`src/opfmt_pkg.sv`:
```
// constants and types for the operand format unit
// assumes a single core clock domain; used by both design files
// Behaviour
// RL1: boolean true is one in bit 31
// RL2: compare result clears all bits below msb
// RL3: eight-bit immediate used directly by instructions
// RL4: zero-fill constant: field low, upper zeros
// RL5: high-half constant: field high, low kept
// RL6: ones-fill constant: field low, upper ones
// RL7: software pairs doubles in even/odd registers
// RL8: double normal uses implicit one, bias 1023
// RL9: nan is max exponent, nonzero fraction
// RL10: fraction msb set quiet, clear signaling
// RL11: signaling nan input raises invalid operation
// RL12: nan or invalid operation yields quiet nan
// RL13: generated nan is default, top two bits
// RL14: reserved-operand enable traps instead of nan
// RL15: max exponent zero fraction is signed infinity
// RL16: zero exponent nonzero fraction is denormal
// RL17: zero exponent zero fraction is zero; equal
// RL18: classification and constants are combinational
package opfmt_pkg;
  localparam int WORD_W      = 32;
  localparam int HALF_W      = 16;
  localparam int IMM_W       = 8;
  localparam int BOOL_BIT    = 31;
  localparam int SP_EXP_W    = 8;
  localparam int SP_FRAC_W   = 23;
  localparam int DP_EXP_W    = 11;
  localparam int DP_FRAC_W   = 52;
  localparam int SP_BIAS     = 127;
  localparam int DP_BIAS     = 1023;
  localparam logic [31:0] BOOL_TRUE  = 32'h8000_0000;
  localparam logic [31:0] BOOL_FALSE = 32'h0000_0000;
  localparam logic [31:0] SP_DEF_QUIET_NOT_A_NUMBER = 32'h7fe0_0000;
  localparam logic [63:0] DP_DEF_QUIET_NOT_A_NUMBER = 64'h7ffc_0000_0000_0000;
  localparam logic [31:0] RESULT_RST  = 32'h0000_0000;

  typedef enum logic [2:0]
  {
    CLS_ZERO,
    CLS_DENORMAL,
    CLS_NORMAL,
    CLS_INFINITY,
    CLS_QUIET_NAN,
    CLS_SIGNALING_NAN
  } fp_class_t;

  typedef enum logic [2:0]
  {
    OP_NONE,
    OP_COMPARE,
    OP_CONST_ZERO_FILL,
    OP_LOAD_HIGH_HALF_KEEP_LOW,
    OP_LOAD_LOW_HALF_ONES_FILL,
    OP_IMMEDIATE,
    OP_FLOAT
  } op_sel_t;
endpackage

```
`src/fp_classifier.sv`:
```
// ieee 754 operand classifier, parameterised by field widths
// assumes operands arrive already packed sign/exponent/fraction
`timescale 1ns/1ps
module fp_classifier #(
  parameter int EXP_W  = 8,
  parameter int FRAC_W = 23
)(
  input  wire logic [EXP_W+FRAC_W:0] operand,
  output opfmt_pkg::fp_class_t       op_class,
  output logic                       sign
);
  logic [EXP_W-1:0]  exp_f;
  logic [FRAC_W-1:0] frac_f;
  logic              exp_max;
  logic              exp_zero;
  logic              frac_zero;

  assign sign      = operand[EXP_W+FRAC_W];
  assign exp_f     = operand[EXP_W+FRAC_W-1:FRAC_W];
  assign frac_f    = operand[FRAC_W-1:0];
  assign exp_max   = &exp_f;
  assign exp_zero  = ~|exp_f;
  assign frac_zero = ~|frac_f;

  always_comb
  begin
    if (exp_max && !frac_zero)
    begin
      // sign ignored for nan [RL9]; fraction msb picks kind [RL10]
      op_class = frac_f[FRAC_W-1] ? opfmt_pkg::CLS_QUIET_NAN
                                  : opfmt_pkg::CLS_SIGNALING_NAN;
    end
    else if (exp_max)
      op_class = opfmt_pkg::CLS_INFINITY;   // [RL15]
    else if (exp_zero && !frac_zero)
      op_class = opfmt_pkg::CLS_DENORMAL;   // [RL16]
    else if (exp_zero)
      op_class = opfmt_pkg::CLS_ZERO;       // [RL17]
    else
      op_class = opfmt_pkg::CLS_NORMAL;     // implicit one [RL8]
  end
endmodule

```
`src/operand_format_unit.sv`:
```
// operand format unit: booleans, wide constants, fp classification
// assumes decoder presents op and operands in the execute cycle
`timescale 1ns/1ps
module operand_format_unit (
  input  wire logic                clk,
  input  wire logic                sys_rst,
  input  wire logic                op_valid,
  input  wire opfmt_pkg::op_sel_t  op_sel,
  input  wire logic                cmp_true,
  input  wire logic [15:0]         const_field,
  input  wire logic [7:0]          imm_field,
  input  wire logic [31:0]         dest_old,
  input  wire logic                fp_double,
  input  wire logic [63:0]         fp_a,
  input  wire logic [63:0]         fp_b,
  input  wire logic                fp_two_operands,
  input  wire logic                fp_invalid_op,
  input  wire logic                reserved_operand_en,
  output logic [31:0]              result_comb,
  output logic                     branch_taken_comb,
  output opfmt_pkg::fp_class_t     class_a_comb,
  output opfmt_pkg::fp_class_t     class_b_comb,
  output logic                     fp_nan_out_comb,
  output logic [63:0]              fp_nan_value_comb,
  output logic                     invalid_exc_comb,
  output logic                     fp_trap_comb,
  output logic                     zeros_equal_comb,
  output logic [31:0]              result_r,
  output logic                     result_valid_r,
  output logic                     invalid_exc_r,
  output logic                     fp_trap_r
);
  ////////////////////////////////////////////////////////////////////
  // classification of both operands
  opfmt_pkg::fp_class_t sa_cls;
  opfmt_pkg::fp_class_t sb_cls;
  opfmt_pkg::fp_class_t da_cls;
  opfmt_pkg::fp_class_t db_cls;
  logic                 sa_sgn;
  logic                 sb_sgn;
  logic                 da_sgn;
  logic                 db_sgn;

  fp_classifier #(
    .EXP_W  (opfmt_pkg::SP_EXP_W),
    .FRAC_W (opfmt_pkg::SP_FRAC_W)
  ) u_sa (
    .operand  (fp_a[31:0]),
    .op_class (sa_cls),
    .sign     (sa_sgn)
  );

  fp_classifier #(
    .EXP_W  (opfmt_pkg::SP_EXP_W),
    .FRAC_W (opfmt_pkg::SP_FRAC_W)
  ) u_sb (
    .operand  (fp_b[31:0]),
    .op_class (sb_cls),
    .sign     (sb_sgn)
  );

  // double operand is word pair even/odd, high word first [RL7]
  fp_classifier #(
    .EXP_W  (opfmt_pkg::DP_EXP_W),
    .FRAC_W (opfmt_pkg::DP_FRAC_W)
  ) u_da (
    .operand  (fp_a),
    .op_class (da_cls),
    .sign     (da_sgn)
  );

  fp_classifier #(
    .EXP_W  (opfmt_pkg::DP_EXP_W),
    .FRAC_W (opfmt_pkg::DP_FRAC_W)
  ) u_db (
    .operand  (fp_b),
    .op_class (db_cls),
    .sign     (db_sgn)
  );

  function automatic logic is_nan(input opfmt_pkg::fp_class_t c);
    is_nan = (c == opfmt_pkg::CLS_QUIET_NAN) ||
             (c == opfmt_pkg::CLS_SIGNALING_NAN);
  endfunction

  function automatic logic is_signaling_not_a_number(input opfmt_pkg::fp_class_t c);
    is_signaling_not_a_number = (c == opfmt_pkg::CLS_SIGNALING_NAN);
  endfunction

  ////////////////////////////////////////////////////////////////////
  // combinational datapath, all in the execute cycle [RL18]
  logic fp_active;
  logic any_nan;
  logic any_signaling_not_a_number;

  assign fp_active = op_valid && (op_sel == opfmt_pkg::OP_FLOAT);

  always_comb
  begin
    class_a_comb = fp_double ? da_cls : sa_cls;
    class_b_comb = fp_double ? db_cls : sb_cls;
  end

  // second operand only counts for two-operand operations
  always_comb
  begin
    any_nan  = is_nan(class_a_comb) ||
               (fp_two_operands && is_nan(class_b_comb));
    any_signaling_not_a_number = is_signaling_not_a_number(class_a_comb) ||
               (fp_two_operands && is_signaling_not_a_number(class_b_comb));
  end

  always_comb
  begin
    invalid_exc_comb = fp_active && (any_signaling_not_a_number || fp_invalid_op); // [RL11]
    // trap replaces the silent default nan for nan operands when enabled [RL14]
    fp_trap_comb     = fp_active && any_nan && reserved_operand_en;
    fp_nan_out_comb  = fp_active && (any_nan || fp_invalid_op) &&
                       !fp_trap_comb;                            // [RL12]
    // default quiet nan, never a signaling one [RL13]
    if (fp_double)
      fp_nan_value_comb = opfmt_pkg::DP_DEF_QUIET_NOT_A_NUMBER;
    else
      fp_nan_value_comb = {32'h0000_0000, opfmt_pkg::SP_DEF_QUIET_NOT_A_NUMBER};
  end

  // both operands zero compare equal regardless of sign [RL17]
  assign zeros_equal_comb =
    (class_a_comb == opfmt_pkg::CLS_ZERO) &&
    (class_b_comb == opfmt_pkg::CLS_ZERO);

  // branches look only at bit 31 of the boolean word [RL1]
  assign branch_taken_comb = dest_old[opfmt_pkg::BOOL_BIT];

  always_comb
  begin
    result_comb = opfmt_pkg::RESULT_RST;
    case (op_sel)
      opfmt_pkg::OP_COMPARE:
        // lower bits cleared, msb holds truth [RL1] [RL2]
        result_comb = cmp_true ? opfmt_pkg::BOOL_TRUE
                               : opfmt_pkg::BOOL_FALSE;
      opfmt_pkg::OP_CONST_ZERO_FILL:
        result_comb = {16'h0000, const_field};            // [RL4]
      opfmt_pkg::OP_LOAD_HIGH_HALF_KEEP_LOW:
        result_comb = {const_field, dest_old[15:0]};      // [RL5]
      opfmt_pkg::OP_LOAD_LOW_HALF_ONES_FILL:
        result_comb = {16'hffff, const_field};            // [RL6]
      opfmt_pkg::OP_IMMEDIATE:
        result_comb = {24'h00_0000, imm_field};           // [RL3]
      opfmt_pkg::OP_FLOAT:
        // single nan sits in the low word, double shows its high word
        if (!fp_nan_out_comb)
          result_comb = opfmt_pkg::RESULT_RST;
        else if (fp_double)
          result_comb = fp_nan_value_comb[63:32];          // [RL13]
        else
          result_comb = fp_nan_value_comb[31:0];           // [RL13]
      default:
        result_comb = opfmt_pkg::RESULT_RST;
    endcase
  end

  ////////////////////////////////////////////////////////////////////
  // registered copies for the writeback stage
  always_ff @(posedge clk)
  begin
    if (sys_rst)
    begin
      result_r       <= opfmt_pkg::RESULT_RST;
      result_valid_r <= 1'b0;
    end
    else
    begin
      result_r       <= result_comb;
      result_valid_r <= op_valid && (op_sel != opfmt_pkg::OP_NONE);
    end
  end

  always_ff @(posedge clk)
  begin
    if (sys_rst)
    begin
      invalid_exc_r <= 1'b0;
      fp_trap_r     <= 1'b0;
    end
    else
    begin
      invalid_exc_r <= invalid_exc_comb;
      fp_trap_r     <= fp_trap_comb;
    end
  end
endmodule

```
`config.mk`:
```
export PLATFORM = sky130hd
export DESIGN_NAME = operand_format_unit
export DESIGN_NICKNAME = d
export VERILOG_FILES = /design/src/opfmt_pkg.sv /design/src/fp_classifier.sv /design/src/operand_format_unit.sv
export SDC_FILE = /design/constraint.sdc
export NUM_CORES = 1
export LEC_CHECK = 0
export BUFFER_PORTS_ARGS = -buffer_cell sky130_fd_sc_hd__buf_2
export CORE_AREA = 2 2 129 131
export CTS_BUF_LIST = sky130_fd_sc_hd__clkbuf_16
export DETAILED_ROUTE_END_ITERATION = 16
export DIE_AREA = 0 0 131 133
export HOLD_SLACK_MARGIN = 0.12
export MAX_ROUTING_LAYER = met4
export PLACE_DENSITY = 0.55
export SYNTH_ARGS = -nofsm -noshare
export SYNTH_HDL_FRONTEND = slang
export SYNTH_SLANG_ARGS = --single-unit
```
`constraint.sdc`:
```
create_clock -name clk -period 2.9 [get_ports clk]
set_input_delay 0.145 -clock clk [delete_from_list [all_inputs] [get_ports clk]]
set_output_delay 0.145 -clock clk [all_outputs]
set_load 0.02 [all_outputs]
```
== Yosys cells after proc, flatten, opt, wreduce, memory -nomap -nowiden ==
Index checks and enable logic that the tools add are counted.
Word-level totals
  register bits after elaboration: 35
  bits in latches: 0
  RAM bits: 0
  bits in read-only memories: 0
  input bits: 195
  output and inout bits: 142
  word-level logic and storage cells: 85
  memories kept: 0
Cells by class
  add/subtract/negate cells: 0
  $mul: 0
  divide/modulo/power cells: 0
  $lt $le $gt $ge: 0
  equal/unequal tests: 10
  shift operators: 0
  multiplexer cells: 27
  bitwise gates (word level): 0
  reduce and logical (&&, ||, !) cells: 44
Operators by type and width (number)
  32-bit case mux with 6 select lines: 1
  52-bit OR reduction: 2
  32-bit 2-to-1 mux: 3
  63-bit 2-to-1 mux: 1
  23-bit OR reduction: 2
  3-bit 2-to-1 mux: 14
  11-bit AND reduction: 2
  11-bit OR reduction: 2
  3-bit == test, second input constant: 7
  1-bit logical AND: 18
  8-bit AND reduction: 2
  8-bit OR reduction: 2
  2-bit 2-to-1 mux: 4
  3-bit by 2-bit == test with 1-bit output, second input constant: 2
  3-bit zero test: 2
  1-bit logical OR: 6
  1-bit zero test: 5
  1-bit 2-to-1 mux: 4
  3-bit by 1-bit == test with 1-bit output, second input constant: 1
  3-bit nonzero test: 1

== Longest topological paths before layout ==
  word-level depth: 17
  depth in mapped cells: 10
  gate-level depth less buffers: 7

== Modules after synthesis ==
Synthesis repeated with hierarchy kept, for this count alone.
Unflattened totals
  cells, all modules: 376
  area total of the unflattened synthesis: 2974.1 µm²
Modules (own cells, without submodules)
  operand_format_unit: times used 1, cells an instance 278, area each 2263.4 µm², sequential area each 700.7 µm²
  fp_classifier at u_da ...: times used 2, cells an instance 31, area each 214.0 µm², sequential area each 0.0 µm²
  fp_classifier at u_sa ...: times used 2, cells an instance 18, area each 141.4 µm², sequential area each 0.0 µm²

== Worst setup path after synthesis ==
No wires, ideal clock.
  path kind: input to output
  start: in fp_b[23]
  end: out zeros_equal_comb
  arrival time: 2.531 ns
  required time: 2.755 ns
  setup slack: 0.224 ns
  stages on the path: 7
  buffers on the path: 0
  path through: or4_1 -> nor4b_2 -> nor4b_4 -> o221a_2 -> a31oi_1 -> or4_1 -> nor3_1
On the way
  cells in the longest elaborated chain, start to end: 9
  elaborated cells on any way between the ends: 18
  classes of those cells: 8 x mux; 10 x reduce/logical
RTL lines
  from (decl): line operand_format_unit.sv:15  | input wire logic [63:0] fp_b,
  parallel branches: the longest is 6 deep, another holds 52-bit OR reduction
  3-bit 2-to-1 mux (*): line operand_format_unit.sv:101  | class_b_comb = fp_double ? db_cls : sb_cls;
  net class_b_comb[0]: line operand_format_unit.sv:22  | output opfmt_pkg::fp_class_t class_b_comb,
  3-bit zero test (*): line operand_format_unit.sv:130  | (class_b_comb == opfmt_pkg::CLS_ZERO);
  1-bit logical AND (*): line operand_format_unit.sv:129  | (class_a_comb == opfmt_pkg::CLS_ZERO) &&
  to (decl): line operand_format_unit.sv:27  | output logic zeros_equal_comb,
Mark *: on every way through the listed nets, which the timed path passes.

== Worst setup path after layout ==
  start: in fp_b[27]
  end: out result_comb[29]
On the way
  cells in the longest elaborated chain, start to end: 17
  elaborated cells on any way between the ends: 29
  classes of those cells: 2 x eq/ne; 10 x mux; 17 x reduce/logical
RTL lines
  parallel branches: the longest is 6 deep, another holds 52-bit OR reduction
  3-bit 2-to-1 mux (*): line operand_format_unit.sv:101
  3-bit == test, on equally long branches: line operand_format_unit.sv:82, operand_format_unit.sv:83
  1-bit logical OR (*): line operand_format_unit.sv:82  | is_nan = (c == opfmt_pkg::CLS_QUIET_NAN) ||
  1-bit logical AND (*): line operand_format_unit.sv:108  | (fp_two_operands && is_nan(class_b_comb));
  1-bit logical OR (*): line operand_format_unit.sv:107  | any_nan = is_nan(class_a_comb) ||
  1-bit logical AND (2 in a row): line operand_format_unit.sv:117  | fp_trap_comb = fp_active && any_nan && reserved_operand_en;
  1-bit zero test: line operand_format_unit.sv:119  | !fp_trap_comb;
  1-bit logical AND (*): line operand_format_unit.sv:118  | fp_nan_out_comb = fp_active && (any_nan || fp_invalid_op) &&
  32-bit 2-to-1 mux (*): line operand_format_unit.sv:153  | if (!fp_nan_out_comb)
  32-bit case mux with 6 select lines (*): line operand_format_unit.sv:138  | case (op_sel)
  to (decl): line operand_format_unit.sv:19  | output logic [31:0] result_comb,
Mark *: on every way between the ends.

==> results.md <==
* First-pass GRT wire length at approximately 16,000 um
* Inserted Clock Buffers at 5
* Pre-antenna DRT Iters at 4
* Logic pwr share at 33.5%
* Worst slew margin at between 30% and 40%
* Die area at between 15,000 and 20,000 sq um
* DRC Markers at 0
* Total gr overflow at 0
* EDFF count, synth at 0
* Cells after Synth at ~360
* Cells after DPL at between 800 and 900
* GRT Overall Usage at between 10% and 20%
* Avg Cell Area, Syn at around 7.6 sq um
* Starting density of the core at between 10% and 20%
* CP Buf/Inv Count at 3
* Async SR Flop Fraction at 0%
* Synthesized area at around 2700 sq um
* H-Tree Depth at 2
* DP Wirelength at a little under 10,000 um
* Crit Path Class: in2out
* Hold path depth at 3
* Layout cell share with drive strength beyond 1 at 51.2%
* CORE AREA at 16,200 sq um
* Worst-path clk slew at roughly 0.050 ns
* Seq pwr share at roughly 33%
* Initial DRC count at 66
* Maximum number of pins on one net before global-route repair at 36
* RePlAce Congestion at roughly 0.8
* Vias in the first global route at about 3,100
* Static leakage at between 2 and 2.5 nW
* Layout filler cell count at between 1,500 and 2,000
* Most common cell after layout, fill and taps aside: buf_2
* Minimum clock period at ~2.7 ns
* Worst Hold Class: in2reg
* Endpoint class of the critical path: output pin
* Main synth FF type: dfxtp_1
* Die Wd at 131 um
* Max cap viols at 0
* Critical Path Source Type: primary input
* WL per Instance at about 14 um
* Finished Core Util at 26.4%
* CP Cell Sequence: buf_2 -> or4_4 -> nor4b_2 -> nor4b_4 -> o32ai_4 -> or3_1 -> and2_4 -> buf_4 -> nand3_1 -> buf_4
* Area occupied by registers at 701 sq um
* Yosys cell types at 38
* Port bufs at 276
* Top cell family by delay on the critical path: simple AND/OR/NAND/NOR gates
* DIE HEIGHT at ~130 um
* Max IR drop VDD at between 0.2 and 0.25 mV
* Max Buffers Root-to-Sink at 2
* Area growth syn-to-layout at 57.1%
* CP most frequent cell: buf_4
* WP data arrival at 2.60 ns
* Std-Cell Rows at 47
* # IOs at 337
* Pwr dens at between 300 and 400 nW/um^2
* Setup violations, final at 0
* Final period utilization at between 90% and 100%
* Slew @ Worst Pin at just under 1 ns
* Post-Layout Cell Count at around 830
* Worst path slowest cell: or4_4
* Setup TNS at 0 ns
* Seq/Total Area, Yosys at 25.8%
* Crit path depth at 10
* Worst setup margin at 0.156 ns
* Multi-input logic area at roughly 1600 sq um
* Final wirelength at between 10,000 and 15,000 um
* Worst stage delay on the critical path at between 0.5 and 0.6 ns
* Detailed-route via count at about 3,400
* Switching share of total power at approximately a third
* Initial antenna violation count at 2
* Final Hold Vio Count at 0
* Pre-CTS WS at about 0.014 ns
* Crit path required time at around 2.8 ns
* Min Hold Slack at about 0.14 ns
* CTS tree: built
* Synthesized flop and latch total at 35
* P_int at just over 0.001 W
* NumNets Final at 806
* Fmax at approximately 0.36 GHz
* DR vias/cell at around 4.1
* Clock power share at around a third
* Clk sink count at 35
* Most frequent cells in the layout: 264 x buf_2, 41 x conb_1, 35 x dfxtp_1
* Psw at 0.000515 W
* Final ANT Viol Nets at 0
* Slew Viols, Final at 0
* Status: finished, final reports clean
* Crit Path Max Fanout at 7
* CTS root buf: clkbuf_16
* YS warnings at 0
cells in the mapped netlist (2+ instances only):
cell / instances / share of area, %
dfxtp_1: 35 / 26
buf_6: 2 / 0.83
buf_1: 2 / 0.28
clkbuf_1: 12 / 1.7
a31oi_1: 2 / 0.46
nand3_1: 16 / 2.9
mux2i_1: 10 / 3.7
inv_1: 7 / 0.97
nand2b_1: 4 / 0.92
nand4_1: 13 / 3.0
or4_1: 3 / 0.83
a21oi_1: 23 / 4.2
o21ai_0: 17 / 3.1
nor2_1: 10 / 1.4
nor4_1: 25 / 5.8
nor3_1: 14 / 2.6
o211ai_1: 2 / 0.55
buf_2: 2 / 0.37
buf_4: 64 / 18
a31oi_2: 9 / 4.1
or3_1: 2 / 0.46
nor2b_1: 28 / 6.4
nand2_1: 32 / 4.4
o22ai_1: 10 / 2.3
registers in the layout, summed over array words and instances, names as in the netlist:
name	cells
result_r	32
fp_trap_r	1
invalid_exc_r	1
result_valid_r	1
routing by layer:
layer / vias to the layer above / part of all wire [%] / track usage, %
met5: - / 0 / -
met3: 14 / 8.3 / 2.10
met1: 1509 / 39 / 13.8
met4: 0 / 1.8 / 3.66
li1: 1697 / - / -
met2: 194 / 51 / 22.9
area by class of cell:
cell class                      count  area share (%)
Clock buffer                        5            2.93
Clock inverter                      2           0.205
Multi-Input combinational cell    273            37.7
Inverter                            8           0.704
Antenna cell                        2           0.117
Tap cell                          220            6.45
Sequential cell                    35            16.4
Timing Repair Buffer              288            35.5
power groups by stage:
stage               registers (W)  clock network [W]  logic [W]
floorplan                0.000546                  0   0.000300
global placement         0.000517                  0   0.000500
detailed placement       0.000517                  0   0.000501
CTS                      0.000507           0.000525   0.000503
global route             0.000509           0.000549   0.000553
finish                   0.000507           0.000506   0.000509
tightest hold or removal path: cells and delay by family:
kind / cells / cell delay [ns]
buffers and inverters: 1 / 0.12
AO/OA/AOI/OAI: 1 / 0.07
AND/OR/NAND/NOR: 1 / 0.06
through the flow:
step | power, W | area (sq um)
final | 0.00152 | 4270
after global routing | 0.00161 | 4270
after CTS | 0.00153 | 4190
after detailed placement | 0.00102 | 4060
after global placement | 0.00102 | 4060
after floorplan | 0.000845 | 2870
cells by family (layout without fill, tap and decap cells):
| group | after synthesis | after routing | synth area share (%) |
|---|---|---|---|
| compound gates | 69 | 69 | 17.0 |
| other cells | 1 | 43 | 0.138 |
| mux | 11 | 11 | 4.10 |
| flops | 35 | 35 | 25.8 |
| buf+inv | 90 | 303 | 21.9 |
| simple gates | 152 | 152 | 31.1 |
path summary, 6_finish.rpt:
path	startpoint	to	slack, ns
worst max-delay path	fp_b[27]	result_comb[29]	0.16
worst min-delay path	const_field[3]	result_r[19]$_SDFF_PP0_	0.14
repair_timing:
| action | in CTS | in global routing |
|---|---|---|
| resized for setup | 0 | 19 |
| setup buffers | 0 | 0 |
| hold buffers | 0 | 0 |
| endpoints found under the setup margin | 0 | 15 |
(Power assumes the default switching activity.)
